`config.mk`:
```
export PLATFORM = sky130hd
export DESIGN_NAME = feedback_table_ptr
export DESIGN_NICKNAME = d
export VERILOG_FILES = /design/src/include/feedback_pkg.sv /design/src/include/table_wr_if.sv /design/src/hw/row_writer.sv /design/src/hw/feedback_table_ptr.sv
export VERILOG_INCLUDE_DIRS = /design/src /design/src/include
export SDC_FILE = /design/constraint.sdc
export NUM_CORES = 1
export LEC_CHECK = 0
export BUFFER_PORTS_ARGS = -buffer_cell sky130_fd_sc_hd__buf_2
export CAP_MARGIN = 20
export CORE_ASPECT_RATIO = 0.9
export CORE_UTILIZATION = 56
export CTS_BUF_LIST = sky130_fd_sc_hd__clkbuf_8
export DETAILED_ROUTE_END_ITERATION = 8
export PLACE_DENSITY_LB_ADDON = 0.08
export SLEW_MARGIN = 25
export SYNTH_ARGS = -nofsm -noshare
export SYNTH_HDL_FRONTEND = slang
export SYNTH_HIERARCHICAL = 1
export SYNTH_SLANG_ARGS = --single-unit
```
`constraint.sdc`:
```
create_clock -name SYS_CLK -period 5.21 [get_ports SYS_CLK]
set_input_delay 0.7815 -clock SYS_CLK [delete_from_list [all_inputs] [get_ports SYS_CLK]]
set_output_delay 0.7815 -clock SYS_CLK [all_outputs]
set_load 0.03 [all_outputs]
```
`src/include/feedback_cfg.svh`:
```
// constants of the feedback table pointer block
`ifndef FEEDBACK_CFG_SVH
`define FEEDBACK_CFG_SVH

`define FT_PTR_MSR_ADDR   32'h0000_17D0
`define FT_PTR_RESET      64'h0000_0000_0000_0000
`define FT_PTR_VALID_BIT  0
`define FT_PTR_PAGE_LSB   12
`define FT_ROW_ALIGN      8
`define FT_THERM_READY_BIT 26
`define FT_SIZE_EDX_LSB   8
`define FT_SIZE_EDX_MSB   11

`endif

```
`src/include/feedback_pkg.sv`:
```
// types shared by the feedback table modules
package feedback_pkg;

  typedef enum logic [1:0] {
    WR_IDLE,
    WR_ISSUE,
    WR_DONE
  } writer_state_t;

  typedef logic [7:0] cap_byte_t;

endpackage

```
`src/include/table_wr_if.sv`:
```
// carrier between the pointer block and its row writer
`timescale 1ns/1ps
interface table_wr_if #(
  parameter int PHYS_ADDR_WIDTH = 46,
  parameter int ROW_W           = 8,
  parameter int CAP_BYTES       = 8
);
  logic                       start;
  logic                       abort;
  logic [ROW_W-1:0]           row;
  logic [PHYS_ADDR_WIDTH-13:0] page;
  logic [8*CAP_BYTES-1:0]     caps;
  logic                       busy;
  logic                       done;
  logic                       mem_req;
  logic [PHYS_ADDR_WIDTH-1:0] mem_addr;
  logic [7:0]                 mem_data;
  logic                       mem_ack;

  modport ctrl (
    output start, abort, row, page, caps, mem_ack,
    input  busy, done, mem_req, mem_addr, mem_data
  );
  modport writer (
    input  start, abort, row, page, caps, mem_ack,
    output busy, done, mem_req, mem_addr, mem_data
  );
endinterface

```
`src/hw/row_writer.sv`:
```
// walks one processor row of capability bytes out to memory
`timescale 1ns/1ps
`include "feedback_cfg.svh"
module row_writer
  import feedback_pkg::*;
#(
  parameter int PHYS_ADDR_WIDTH = 46,
  parameter int ROW_W           = 8,
  parameter int CLASS_COUNT     = 4,
  parameter int CAP_COUNT       = 2
) (
  input wire logic clk,
  input wire logic rst_n,
  table_wr_if.writer bus
);
  localparam int N         = CLASS_COUNT * CAP_COUNT;
  localparam int IW        = $clog2(N + 1);
  localparam int ROW_BYTES =
    ((N + `FT_ROW_ALIGN - 1) / `FT_ROW_ALIGN) * `FT_ROW_ALIGN;
  localparam int PA        = PHYS_ADDR_WIDTH;

  writer_state_t          state;
  logic [IW-1:0]          idx;
  logic [8*N-1:0]         caps;
  logic [PA-1:0]          row_base;

  // only enumerated slots get a byte; padding is never written
  function automatic logic [PA-1:0] row_start(
    input logic [PA-13:0] page, input logic [ROW_W-1:0] row);
    row_start = {page, 12'h000} + PA'(row) * PA'(ROW_BYTES);
  endfunction

  function automatic cap_byte_t pick(
    input logic [8*N-1:0] v, input logic [IW-1:0] i);
    pick = v[8*i +: 8];
  endfunction

  wire last_ack  = bus.mem_req && bus.mem_ack && (idx == IW'(N - 1));
  wire next_step = bus.mem_req && bus.mem_ack && !last_ack;
  wire [PA-1:0] start_base = row_start(bus.page, bus.row);

  assign bus.busy = (state != WR_IDLE);
  assign bus.done = (state == WR_DONE);

  always_ff @(posedge clk) begin
    if (!rst_n || bus.abort) begin
      state       <= WR_IDLE;
      idx         <= '0;
      caps        <= '0;
      row_base    <= '0;
      bus.mem_req <= 1'b0;
      bus.mem_addr <= '0;
      bus.mem_data <= 8'h00;
    end else begin
      case (state)
        WR_IDLE: begin
          if (bus.start) begin
            state        <= WR_ISSUE;
            idx          <= '0;
            caps         <= bus.caps;
            row_base     <= start_base;
            bus.mem_req  <= 1'b1;
            bus.mem_addr <= start_base;
            bus.mem_data <= pick(bus.caps, '0);
          end
        end
        WR_ISSUE: begin
          if (last_ack) begin
            state       <= WR_DONE;
            bus.mem_req <= 1'b0;
          end else if (next_step) begin
            // class c perf at c*cap_count, efficiency right after
            idx          <= idx + IW'(1);
            bus.mem_addr <= row_base + PA'(idx) + PA'(1);
            bus.mem_data <= pick(caps, idx + IW'(1));
          end
        end
        default: state <= WR_IDLE;
      endcase
    end
  end
endmodule

```
`src/hw/feedback_table_ptr.sv`:
```
// feedback table base pointer register and row update control
// How it works
// - class perf byte at class*capcount
// - zero performance means avoid this processor
// - efficiency byte right after perf byte
// - efficiency 255 marks most efficient processors
// - unenumerated slots take no bytes
// - rows padded to eight byte multiple
// - page frame above bit 12, reserved zero
// - bit 0 flags pointer valid
// - pointer at MSR 17D0H, package wide
// - reset clears pointer, INIT keeps it
// - table size reported in EDX[11:8]
// - ready status bit 26 set when done
`timescale 1ns/1ps
`include "feedback_cfg.svh"
module feedback_table_ptr
  import feedback_pkg::*;
#(
  parameter int PHYS_ADDR_WIDTH = 46,
  parameter int ROW_W           = 8,
  parameter int CLASS_COUNT     = 4,
  parameter int CAP_COUNT       = 2,
  parameter logic [3:0] TABLE_PAGES = 4'h1
) (
  input  wire logic                               SYS_CLK,
  input  wire logic                               RST_N,
  input  wire logic                               INIT,
  input  wire logic                               MSR_WR,
  input  wire logic                               MSR_RD,
  input  wire logic [31:0]                        MSR_ADDR,
  input  wire logic [63:0]                        MSR_WDATA,
  output      logic [63:0]                        MSR_RDATA,
  output      logic                               MSR_ACK,
  output      logic                               MSR_FAULT,
  input  wire logic                               FEATURE_ENABLE,
  input  wire logic                               UPDATE_REQ,
  input  wire logic [ROW_W-1:0]                   UPDATE_ROW,
  input  wire logic [8*CLASS_COUNT*CAP_COUNT-1:0] UPDATE_CAPS,
  output      logic                               UPDATE_BUSY,
  input  wire logic                               READY_CLEAR,
  output      logic                               TABLE_READY,
  output      logic [31:0]                        SIZE_EDX,
  output      logic                               MEM_REQ,
  output      logic [63:0]                        MEM_ADDR,
  output      logic [7:0]                         MEM_DATA,
  input  wire logic                               MEM_ACK
);
  localparam int PA = PHYS_ADDR_WIDTH;
  localparam int N  = CLASS_COUNT * CAP_COUNT;

  logic [63:0] ptr;
  logic        ready;
  logic        enable_q;
  logic [63:0] rdata;
  logic        ack;
  logic        fault;

  table_wr_if #(
    .PHYS_ADDR_WIDTH (PA),
    .ROW_W           (ROW_W),
    .CAP_BYTES       (N)
  ) wr ();

  row_writer #(
    .PHYS_ADDR_WIDTH (PA),
    .ROW_W           (ROW_W),
    .CLASS_COUNT     (CLASS_COUNT),
    .CAP_COUNT       (CAP_COUNT)
  ) u_writer (
    .clk   (SYS_CLK),
    .rst_n (RST_N),
    .bus   (wr.writer)
  );

  // writable: page frame field and valid bit; the rest reads zero
  function automatic logic [63:0] ptr_mask();
    logic [63:0] m;
    m = '0;
    m[PA-1:`FT_PTR_PAGE_LSB] = '1;
    m[`FT_PTR_VALID_BIT] = 1'b1;
    ptr_mask = m;
  endfunction

  wire hit_ptr   = (MSR_ADDR == `FT_PTR_MSR_ADDR);
  wire ptr_write = MSR_WR && hit_ptr;
  wire ptr_valid = ptr[`FT_PTR_VALID_BIT];
  wire allowed   = ptr_valid && FEATURE_ENABLE;
  // INIT wins over a start in the same cycle: no half-started row
  wire do_start  = UPDATE_REQ && allowed && !INIT && !wr.busy;
  // dropping valid or enable stops memory traffic mid row
  wire do_abort  = !allowed || INIT;
  wire disabled  = enable_q && !FEATURE_ENABLE;
  wire set_ready = wr.done || disabled;
  wire [63:0] next_ptr = MSR_WDATA & ptr_mask();

  assign wr.start   = do_start;
  assign wr.abort   = do_abort;
  assign wr.row     = UPDATE_ROW;
  assign wr.page    = ptr[PA-1:`FT_PTR_PAGE_LSB];
  assign wr.caps    = UPDATE_CAPS;
  assign wr.mem_ack = MEM_ACK;

  assign UPDATE_BUSY = wr.busy;
  assign TABLE_READY = ready;
  assign MEM_REQ     = wr.mem_req;
  assign MEM_ADDR    = {{(64 - PA){1'b0}}, wr.mem_addr};
  assign MEM_DATA    = wr.mem_data;
  assign MSR_RDATA   = rdata;
  assign MSR_ACK     = ack;
  assign MSR_FAULT   = fault;

  // table size in pages; other bits of the leaf belong elsewhere
  assign SIZE_EDX = {20'h00000, TABLE_PAGES, 8'h00};

  // INIT deliberately absent: pointer survives it
  always_ff @(posedge SYS_CLK) begin
    if (!RST_N) begin
      ptr <= `FT_PTR_RESET;
    end else if (ptr_write) begin
      ptr <= next_ptr;
    end
  end

  // hardware set wins over a clear in the same cycle
  always_ff @(posedge SYS_CLK) begin
    if (!RST_N) begin
      ready <= 1'b0;
    end else if (set_ready) begin
      ready <= 1'b1;
    end else if (READY_CLEAR) begin
      ready <= 1'b0;
    end
  end

  always_ff @(posedge SYS_CLK) begin
    if (!RST_N) begin
      enable_q <= 1'b0;
    end else begin
      enable_q <= FEATURE_ENABLE;
    end
  end

  // one-cycle answer; unmapped addresses fault like a #GP
  always_ff @(posedge SYS_CLK) begin
    if (!RST_N) begin
      rdata <= 64'h0000_0000_0000_0000;
      ack   <= 1'b0;
      fault <= 1'b0;
    end else begin
      ack   <= MSR_RD || MSR_WR;
      fault <= (MSR_RD || MSR_WR) && !hit_ptr;
      if (MSR_RD && hit_ptr) begin
        rdata <= ptr;
      end else begin
        rdata <= 64'h0000_0000_0000_0000;
      end
    end
  end
endmodule

```
=== Word level (Yosys, flattened, before mapping) ===
Index checks and enable logic that the tools add are counted.

* Register bits: 245
* Input port bits: 177
* Output and inout port bits: 173
* Logic and storage cells: 77

* Add/subtract/negate cells: 4
* Eq/ne operators: 8
* Shift-type cells: 1
* Mux-type cells: 20
* Reduce and logical (&&, ||, !) cells: 31

{| class="wikitable"
|+ Operator list
! cell !! count
|-
| $mux W46 || 3
|-
| $pmux W46 S2 || 1
|-
| $shiftx A64 B8 Y8 || 1
|-
| $add A46 B1 Y46 const B || 1
|-
| $add A46 B11 Y46 || 1
|-
| $add A46 B4 Y46 || 1
|-
| $eq A32 B13 Y1 const B || 1
|-
| $mux W8 || 3
|-
| $pmux W8 S2 || 1
|-
| $mux W4 || 3
|-
| $logic_and A1 B1 Y1 || 11
|-
| $pmux W4 S2 || 1
|-
| $logic_not A1 Y1 || 7
|-
| $reduce_and A2 Y1 || 3
|-
| $reduce_bool A2 Y1 || 3
|-
| $add A4 B1 Y4 const B || 1
|-
| $eq A4 B3 Y1 const B || 1
|-
| $logic_or A1 B1 Y1 || 4
|-
| $mux W1 || 4
|-
| $mux W2 || 2
|-
| $ne A2 B1 Y1 const B || 2
|-
| $ne A2 B2 Y1 const B || 2
|-
| $pmux W2 S2 || 1
|-
| $reduce_and A4 Y1 || 1
|-
| 5 further kinds || 5
|}

=== Logic depth before layout (Yosys ltp) ===
Gate-level depths: netlist of the first run.

* Word-level depth: 7
* Depth in mapped cells: 7
* Depth with buffers taken out: 6

=== Cells and area by module ===
The synthesis of the first run kept the hierarchy.

{| class="wikitable"
|+ Modules (own cells, without submodules)
! module !! instances !! cells each !! area an instance (sq um) !! sequential area each (sq um)
|-
| row_writer || 1 || 824 || 6781.5 || 3283.1
|-
| feedback_table_ptr || 1 || 333 || 3355.7 || 1481.4
|}

=== Worst setup path before layout of the first run ===
No wires, ideal clock.

* Kind: input -> register
* Start: input port INIT
* End: register u_writer.bus.mem_addr[8]
* Setup time: 119 ps
* Data arrival time: 2161 ps
* Data required time: 5091 ps
* Setup slack: 2930 ps
* Cell stages on the path: 7
* Path buffers: 1
* Path through: nand3b_1 nor3b_1 or3b_1 clkbuf_1 nand2_1 o21ai_0 o221a_2

* Word-level cells in the longest chain between the ends: 5
* Elaborated cells between the ends (all ways): 7
* Classes of those cells: eq/ne (1); reduce/logical (6)

{| class="wikitable"
|+ Ends and longest elaborated chain
! item !! line !! RTL
|-
| start, declared || feedback_table_ptr.sv:28 || <nowiki>input wire logic INIT,</nowiki>
|-
| $logic_not A1 Y1 || feedback_table_ptr.sv:90 || <nowiki>wire do_start = UPDATE_REQ && allowed && !INIT && !wr.busy;</nowiki>
|-
| $logic_and A1 B1 Y1 (2 in series) || feedback_table_ptr.sv:90 ||
|-
| named net do_start || feedback_table_ptr.sv:90 ||
|-
| $ne A2 B2 Y1 (no line) || -- ||
|-
| $reduce_and A4 Y1 (no line) || -- ||
|-
| end signal, assigned || row_writer.sv:63 || <nowiki>bus.mem_addr <= start_base;</nowiki>
|-
| end signal, assigned || row_writer.sv:74 || <nowiki>bus.mem_addr <= row_base + PA'(idx) + PA'(1);</nowiki>
|-
| end, declared || table_wr_if.sv:26 || <nowiki>output busy, done, mem_req, mem_addr, mem_data</nowiki>
|}

The timed path passes the listed nets, and every way through them passes these cells.
A chain may end at the register's enable or synchronous reset.

=== Final worst setup path of the first run ===
* Start: register u_writer.state[1]
* End: register u_writer.bus.mem_addr[5]

* Word-level cells in the longest chain between the ends: 5
* Elaborated cells between the ends (all ways): 11
* Classes of those cells: eq/ne (4); mux (1); reduce/logical (6)

{| class="wikitable"
|+ Ends and longest elaborated chain
! item !! line !! RTL
|-
| start, declared || row_writer.sv:22 || <nowiki>writer_state_t state;</nowiki>
|-
| start signal, assigned || row_writer.sv:47 || <nowiki>state <= WR_IDLE;</nowiki>
|-
| start signal, assigned || row_writer.sv:58 || <nowiki>state <= WR_ISSUE;</nowiki>
|-
| start signal, assigned || row_writer.sv:69 || <nowiki>state <= WR_DONE;</nowiki>
|-
| $reduce_bool A2 Y1 || row_writer.sv:42 || <nowiki>assign bus.busy = (state != WR_IDLE);</nowiki>
|-
| $logic_not A1 Y1 || feedback_table_ptr.sv:90 ||
|-
| $logic_and A1 B1 Y1 || feedback_table_ptr.sv:90 ||
|-
| named net do_start || feedback_table_ptr.sv:90 ||
|-
| $ne A2 B2 Y1 (no line) || -- ||
|-
| $reduce_and A4 Y1 (no line) || -- ||
|}

The timed path passes the listed nets, and every way through them passes these cells.

==> results_dict.tcl, run 1 <==
set metrics [dict create \
    finalSetupViolCount 0 \
    p_int_w 0.00267 \
    rr_endpoint "u_writer/bus.mem_addr[5]" \
    cts_num_sinks 238 \
    holdPathEnd "u_writer/bus.mem_addr[11]" \
    final.period_utilization_pct 61.3 \
    leakagePower_nw 4.54 \
    cts_htree_levels 2 \
    slew_headroom_pct 31.6 \
    r2r_cells 7 \
    syn_area_per_cell_um2 8.76 \
    tns_ns 0 \
    rows 46 \
    grt_use_total_pct 25.0 \
    dieArea_um2 18600 \
    powerDensity_nw_per_um2 300 \
    cts_resized 0 \
    fmax_mhz 313 \
    cts_tree "yes" \
    hold_slack_ns 0.449 \
    rsz0062_at_grt "no" \
    initial_utilization_pct 57.4 \
    wl_per_cell_um 14.5 \
    hold_class "reg2reg" \
    core_area_um2 17700 \
    synthDistinctLibCells 63 \
    required_ns 5.63 \
    path_max_fanout 42 \
    drv_cap 0 \
    synth_edf_count 0 \
    cp-end-kind "register" \
    comb_power_share_pct 4.7 \
    final_cell_mix "363 x nand2_1, 241 x buf_2, 238 x dfxtp_1" \
    startpoint "u_writer/state[1]" \
    gp_congestion 0.809 \
    ir_drop_mv 0.180 \
    grt_pass1_wl_mm 36.8 \
    synth-main-ff-cell "dfxtp_1" \
    vias 8270 \
    first_pass_iters 4 \
    clock-root-buffer "clkbuf_8" \
    tightestPinTransition_ns 1.03 \
    ant_nets 0 \
    ys_async_sr_fraction_pct 0 \
    clkLatencyLatePin_ns 0.53 \
    holdBufCountCts 0 \
    switching_share_pct 23.6 \
    fp.dieH_um 130 \
    period_needed_ns 3.19 \
    drive_above_1_share_pct 24.5 \
    drc 0 \
    skew_ns 0.0185 \
    overflow 0 \
    die_w_um 144 \
    min_path_cells 2 \
    syn_inst 1157 \
    netlist_area_um2 10100 \
    synth.top_cells.by_area "dfxtp_1 47%, nand2_1 13%, buf_4 6.4%, a21oi_1 5.9%, mux2i_1 4.2%" \
    finalMaxSlewViolations 0 \
    clockBufferDepth 3 \
    drt_iter0_drc 361 \
    antenna_found_initial 2 \
    synth_top_area_share_pct 47.0 \
    cp.arrival_ns 3.61 \
    synth_area_leader_cell "dfxtp_1" \
    clk_pin_slew_ns 0.06 \
    start_kind "register" \
    io-pin-count 350 \
    synth_seq_cells 238 \
    wl_mm 23.7 \
    fin_nets 1544 \
    hold_violations 0 \
    dp_hpwl_mm 15.3 \
    first_global_vias 7293 \
    final_common_cell "nand2_1" \
    reg2reg_setup_slack_ns 2.02 \
    cts_made_buffers 39 \
    post_cts_buffers 0 \
    p_sw_w 0.000825 \
    seq_power_share_pct 52.2 \
    status "complete, no violations" \
    port_buffers 241 \
    via_per_inst 5.07 \
    rr_startpoint "u_writer/state[1]" \
    min_from "u_writer/bus.mem_addr[11]" \
    yosys_warnings 6 \
    grt_start_max_net_pins 91 \
    area_growth_pct 15.0 \
    crit_type "reg2reg" \
    clkPwrFrac_pct 43.2 \
    ys_seq_area_share_pct 47.0 \
]
==> kinds of logic (layout without fill, tap and decap cells) <==
logic type / count (synthesis) / count (layout) / share of synthesized area [%]
buffers and inverters: 169 / 325 / 11.3
adder cells (fa/ha/maj): 2 / 2 / 0.247
multiplexers: 59 / 59 / 7.80
AO/OA/AOI/OAI: 192 / 192 / 11.6
flip-flops: 238 / 238 / 47.0
AND/OR/NAND/NOR: 488 / 488 / 21.3
other: 2 / 81 / 0.0741
XOR/XNOR: 7 / 7 / 0.679
==> synth_stat cells (3+ instances only) <==
cell type	count
nand3b_1	3
buf_12	3
buf_2	37
a21boi_0	8
a311oi_1	34
a21oi_1	120
inv_1	5
nor2b_1	3
nand2_1	363
nand4_1	4
o22ai_1	9
and2_1	37
o21ai_0	6
mux4_2	16
dfxtp_1	238
xor2_1	3
o21a_1	3
buf_6	4
clkbuf_1	25
xnor2_1	3
clkbuf_8	5
nor2_1	43
buf_4	86
nand3_1	6
mux2i_1	43
==> through the flow <==
stage          std cells  utilization [%]  setup slack [ns]  total power [W]  area [um2]
4_1_cts             1630             66.0              2.03          0.00353       11700
3_5_place_dp        1564             61.9              1.66          0.00202       10900
2_1_floorplan       1234                -              2.93          0.00201       10400
6_report            1632             66.0              2.02          0.00349       11700
3_3_place_gp        1564             61.9              1.70          0.00202       10900
5_1_grt             1632             66.0              1.73          0.00363       11700
==> per-layer routing <==
metal	share of wire [%]	track usage, %
met5	0	0
met4	1.7	8.95
met3	7.4	5.76
met2	45	38.4
met1	46	34.5
==> sequential cells by signal, summed over array words and instances (netlist names) <==
signal,flops
u_writer/bus.mem_data,8
MSR_FAULT,1
MSR_RDATA,35
enable_q,1
u_writer/caps,64
MSR_ACK,1
u_writer/bus.mem_addr,43
TABLE_READY,1
u_writer/state,2
u_writer/idx,4
u_writer/bus.mem_req,1
u_writer/row_base,42
ptr,35
==> how the worst max path moves through the flow <==
stage | endpoint | cells past startpoint
3_3_place_gp | u_writer/bus.mem_addr[5] | 8
2_1_floorplan | u_writer/bus.mem_addr[8] | 7
3_5_place_dp | u_writer/bus.mem_addr[5] | 8
5_1_grt | u_writer/bus.mem_addr[5] | 7
6_report | u_writer/bus.mem_addr[5] | 7
4_1_cts | u_writer/bus.mem_addr[5] | 7
==> power by group through the flow <==
stage | clock network, W | logic [W] | registers, W
floorplan | 0 | 0.000144 | 0.00186
finish | 0.00151 | 0.000163 | 0.00182
CTS | 0.00155 | 0.000162 | 0.00182
detailed placement | 0 | 0.000162 | 0.00186
global placement | 0 | 0.000162 | 0.00186
global route | 0.00163 | 0.000175 | 0.00182
==> cell type report <==
cell class                      count  area [um2]
Clock inverter                     20        86.3
Timing Repair Buffer              254        1300
Clock buffer                       46         633
Inverter                            5        18.8
Sequential cell                   238        4760
Antenna cell                        2        5.00
Multi-Input combinational cell    827        4550
Tap cell                          240         300
Fill cell                        1591        6010
==> critical path: stages, from the launching register on <==
cell and delay (ns):
dfxtp_1 0.41, or2_2 0.35, nor3b_1 0.28, or3b_4 0.67, o21ai_4 0.40, buf_4 0.52, o21ai_1 0.12, a221oi_1 0.29
No activity file was read; power rests on OpenSTA's default activity.
==> run 2, diff against run 1 <==
ABC_AREA = 1   (was unset)
CORE_UTILIZATION = 48   (was 56)
clock period = 2.8 ns   (was 5.21 ns; I/O delays follow)
==> run 2 against run 1 <==
Via count increased by 20%. Clock power increased by 110%. Critical path depth increased by 3. Final cell count increased by 29%. Wire length increased by 18%. Clock skew increased by 0.018 ns. Clock-buffer cell count increased by 9. Area after synthesis increased by 8.6%.
==> results_dict.tcl, run 2 <==
set metrics [dict create \
    syn_area_per_cell_um2 7.02 \
    gp_congestion 0.852 \
    place_area_um2 12000 \
    startpoint "u_writer/idx[1]" \
    tns_ns 0 \
    synth.top_cells.by_area "dfxtp_1 43%, nor2_1 14%, nand2_1 8.8%, o21ai_0 7.9%, buf_4 6.3%" \
    finalMaxSlewViolations 0 \
    min_from "UPDATE_CAPS[24]" \
    cts_tree "yes" \
    cts_num_sinks 238 \
    syn_inst 1568 \
    final.period_utilization_pct 79.8 \
    min_path_cells 3 \
    wl_per_cell_um 13.4 \
    drive_above_1_share_pct 20.6 \
    ant_nets 0 \
    post-place-cells 2033 \
    rr_startpoint "u_writer/idx[1]" \
    tightestPinTransition_ns 0.934 \
    dp_hpwl_mm 18.7 \
    die_w_um 162 \
    synth-main-ff-cell "dfxtp_1" \
    fillers 2307 \
    clkLatencyLatePin_ns 0.54 \
    fp.dieH_um 146 \
    status "complete, no violations" \
    cp-end-kind "register" \
    grt_start_max_net_pins 59 \
    slew_headroom_pct 37.6 \
    synth_edf_count 0 \
    drc 0 \
    synthDistinctLibCells 33 \
    first_pass_iters 5 \
    grt_pass1_wl_mm 45.3 \
    stdcell_count 2105 \
    drt_iter0_drc 620 \
    grt_use_total_pct 23.7 \
    largest_registers "u_writer/caps: 64 flops, u_writer/bus.mem_addr: 43 flops, u_writer/row_base: 42 flops" \
    core_area_um2 22500 \
    wl_mm 28.1 \
    hold_class "in2reg" \
    port_buffers 241 \
    period_needed_ns 2.23 \
    reg2reg_setup_slack_ns 0.57 \
    cp.arrival_ns 2.66 \
    drv_cap 0 \
    initial_utilization_pct 48.9 \
    area_growth_pct 16.6 \
    rr_endpoint "u_writer/bus.mem_data[5]" \
    synth_top_area_share_pct 43.3 \
    rsz0062_at_grt "no" \
    cts_resized 0 \
    synth_seq_cells 238 \
    powerDensity_nw_per_um2 542 \
    final_cell_area_um2 12800 \
    antenna_found_initial 0 \
    cts_made_buffers 41 \
    synth.most_common_cell "nor2_1" \
    holdBufCountCts 0 \
    yosys_warnings 6 \
    r2r_cells 10 \
    via_per_inst 4.73 \
    final_cell_mix "399 x nor2_1, 257 x nand2_1, 241 x buf_2" \
    skew_ns 0.0362 \
    netlist_area_um2 11000 \
    final_common_cell "nor2_1" \
    clock-root-buffer "clkbuf_8" \
    crit_type "reg2reg" \
    path_max_fanout 21 \
    netlist_top_cells_count "400 x nor2_1, 257 x nand2_1, 238 x dfxtp_1" \
    overflow 0 \
    first_global_vias 8912 \
    leakagePower_nw 5.55 \
    clk_pin_slew_ns 0.06 \
    clockBufferDepth 3 \
    largest_reg_flops 64 \
    io-pin-count 350 \
    hold_violations 0 \
    finalSetupViolCount 0 \
    ys_async_sr_fraction_pct 0 \
    fin_nets 1958 \
    synth_area_leader_cell "dfxtp_1" \
    required_ns 3.23 \
    start_kind "register" \
    ir_drop_mv 0.300 \
    fmax_mhz 448 \
    holdPathEnd "u_writer/caps[24]" \
    antennaDiodeCount 0 \
    post_cts_buffers 0 \
    ys_seq_area_share_pct 43.3 \
    regMostFlops "u_writer/caps" \
    vias 9953 \
    dieArea_um2 23500 \
    cts_htree_levels 2 \
    rows 52 \
]
[run 2: cell count changes after synthesis, moves of 12 or more]
cell,delta
and2_1,-37
nand3_1,+42
clkbuf_1,+18
mux2i_1,-43
mux4_2,-16
nor2_4,+31
inv_1,+117
a21oi_1,-45
o21ai_0,+167
nor2_1,+357
buf_2,-12
a311oi_1,-34
nand2_1,-106
[run 2: worst max path at each step]
stage	to	cells after the start	slack, ns
after floorplan	u_writer/caps[10]	8	0.99
after global placement	u_writer/bus.mem_addr[23]	10	0.54
after detailed placement	u_writer/bus.mem_addr[29]	10	0.48
after CTS	u_writer/bus.mem_addr[29]	9	0.61
after global routing	u_writer/bus.mem_addr[36]	9	0.39
final	u_writer/bus.mem_data[5]	10	0.57
[run 2: worst max-delay path: stages (launching register included)]
cell and delay (ns):
dfxtp_1 0.39, ha_1 0.25, buf_4 0.20, inv_1 0.55, nor2_1 0.14, o21ai_0 0.12
nand2_1 0.16, nand2_1 0.10, nand2_1 0.06, nand2_1 0.08, a21oi_1 0.07
[run 2: where the power goes]
group,internal (W),total [W],switching [W]
logic,0.0000988,0.000344,0.000245
clock network,0.00184,0.00323,0.00139
registers,0.00339,0.00339,0.000000797
total,0.00533,0.00696,0.00163
[run 2: logic make-up (layout without fill, tap and decap cells)]
logic type / Yosys count / in the layout / share of synthesized area (%)
AO/OA/AOI/OAI: 269 / 269 / 12.6
XOR/XNOR: 4 / 4 / 0.318
adder cells (fa/ha/maj): 2 / 2 / 0.227
buffers and inverters: 297 / 460 / 14.3
flip-flops: 238 / 238 / 43.3
other: 2 / 79 / 0.0682
AND/OR/NAND/NOR: 756 / 756 / 29.2
[run 2: area by class of cell]
cell class / instances / area, um2 / share of cell area, %
clock inverter: 17 / 100 / 0.780
multi-input combinational: 1110 / 4970 / 38.7
timing repair buffer: 264 / 1400 / 10.9
inverter: 124 / 465 / 3.63
clock buffer: 55 / 757 / 5.90
sequential: 238 / 4760 / 37.1
tap: 297 / 372 / 2.90
[run 2: per-layer routing]
layer | global-route usage [%] | vias to the layer above | wire, um
met5 | 0 | - | 0
met4 | 7.88 | 0 | 642
met3 | 4.36 | 44 | 1730
met2 | 37.4 | 311 | 12500
met1 | 32.7 | 4451 | 13200
li1 | - | 5147 | -
[run 2: per-stage QoR]
stage               util, %  setup WS [ns]  total power [W]  hold slack (ns)
global placement       53.2          0.541          0.00381            0.434
global route           57.0          0.385          0.00722            0.129
finish                 57.0          0.566          0.00696            0.134
detailed placement     53.2          0.484          0.00381            0.442
CTS                    57.0          0.614          0.00704            0.107
floorplan                 -          0.989          0.00376            0.425
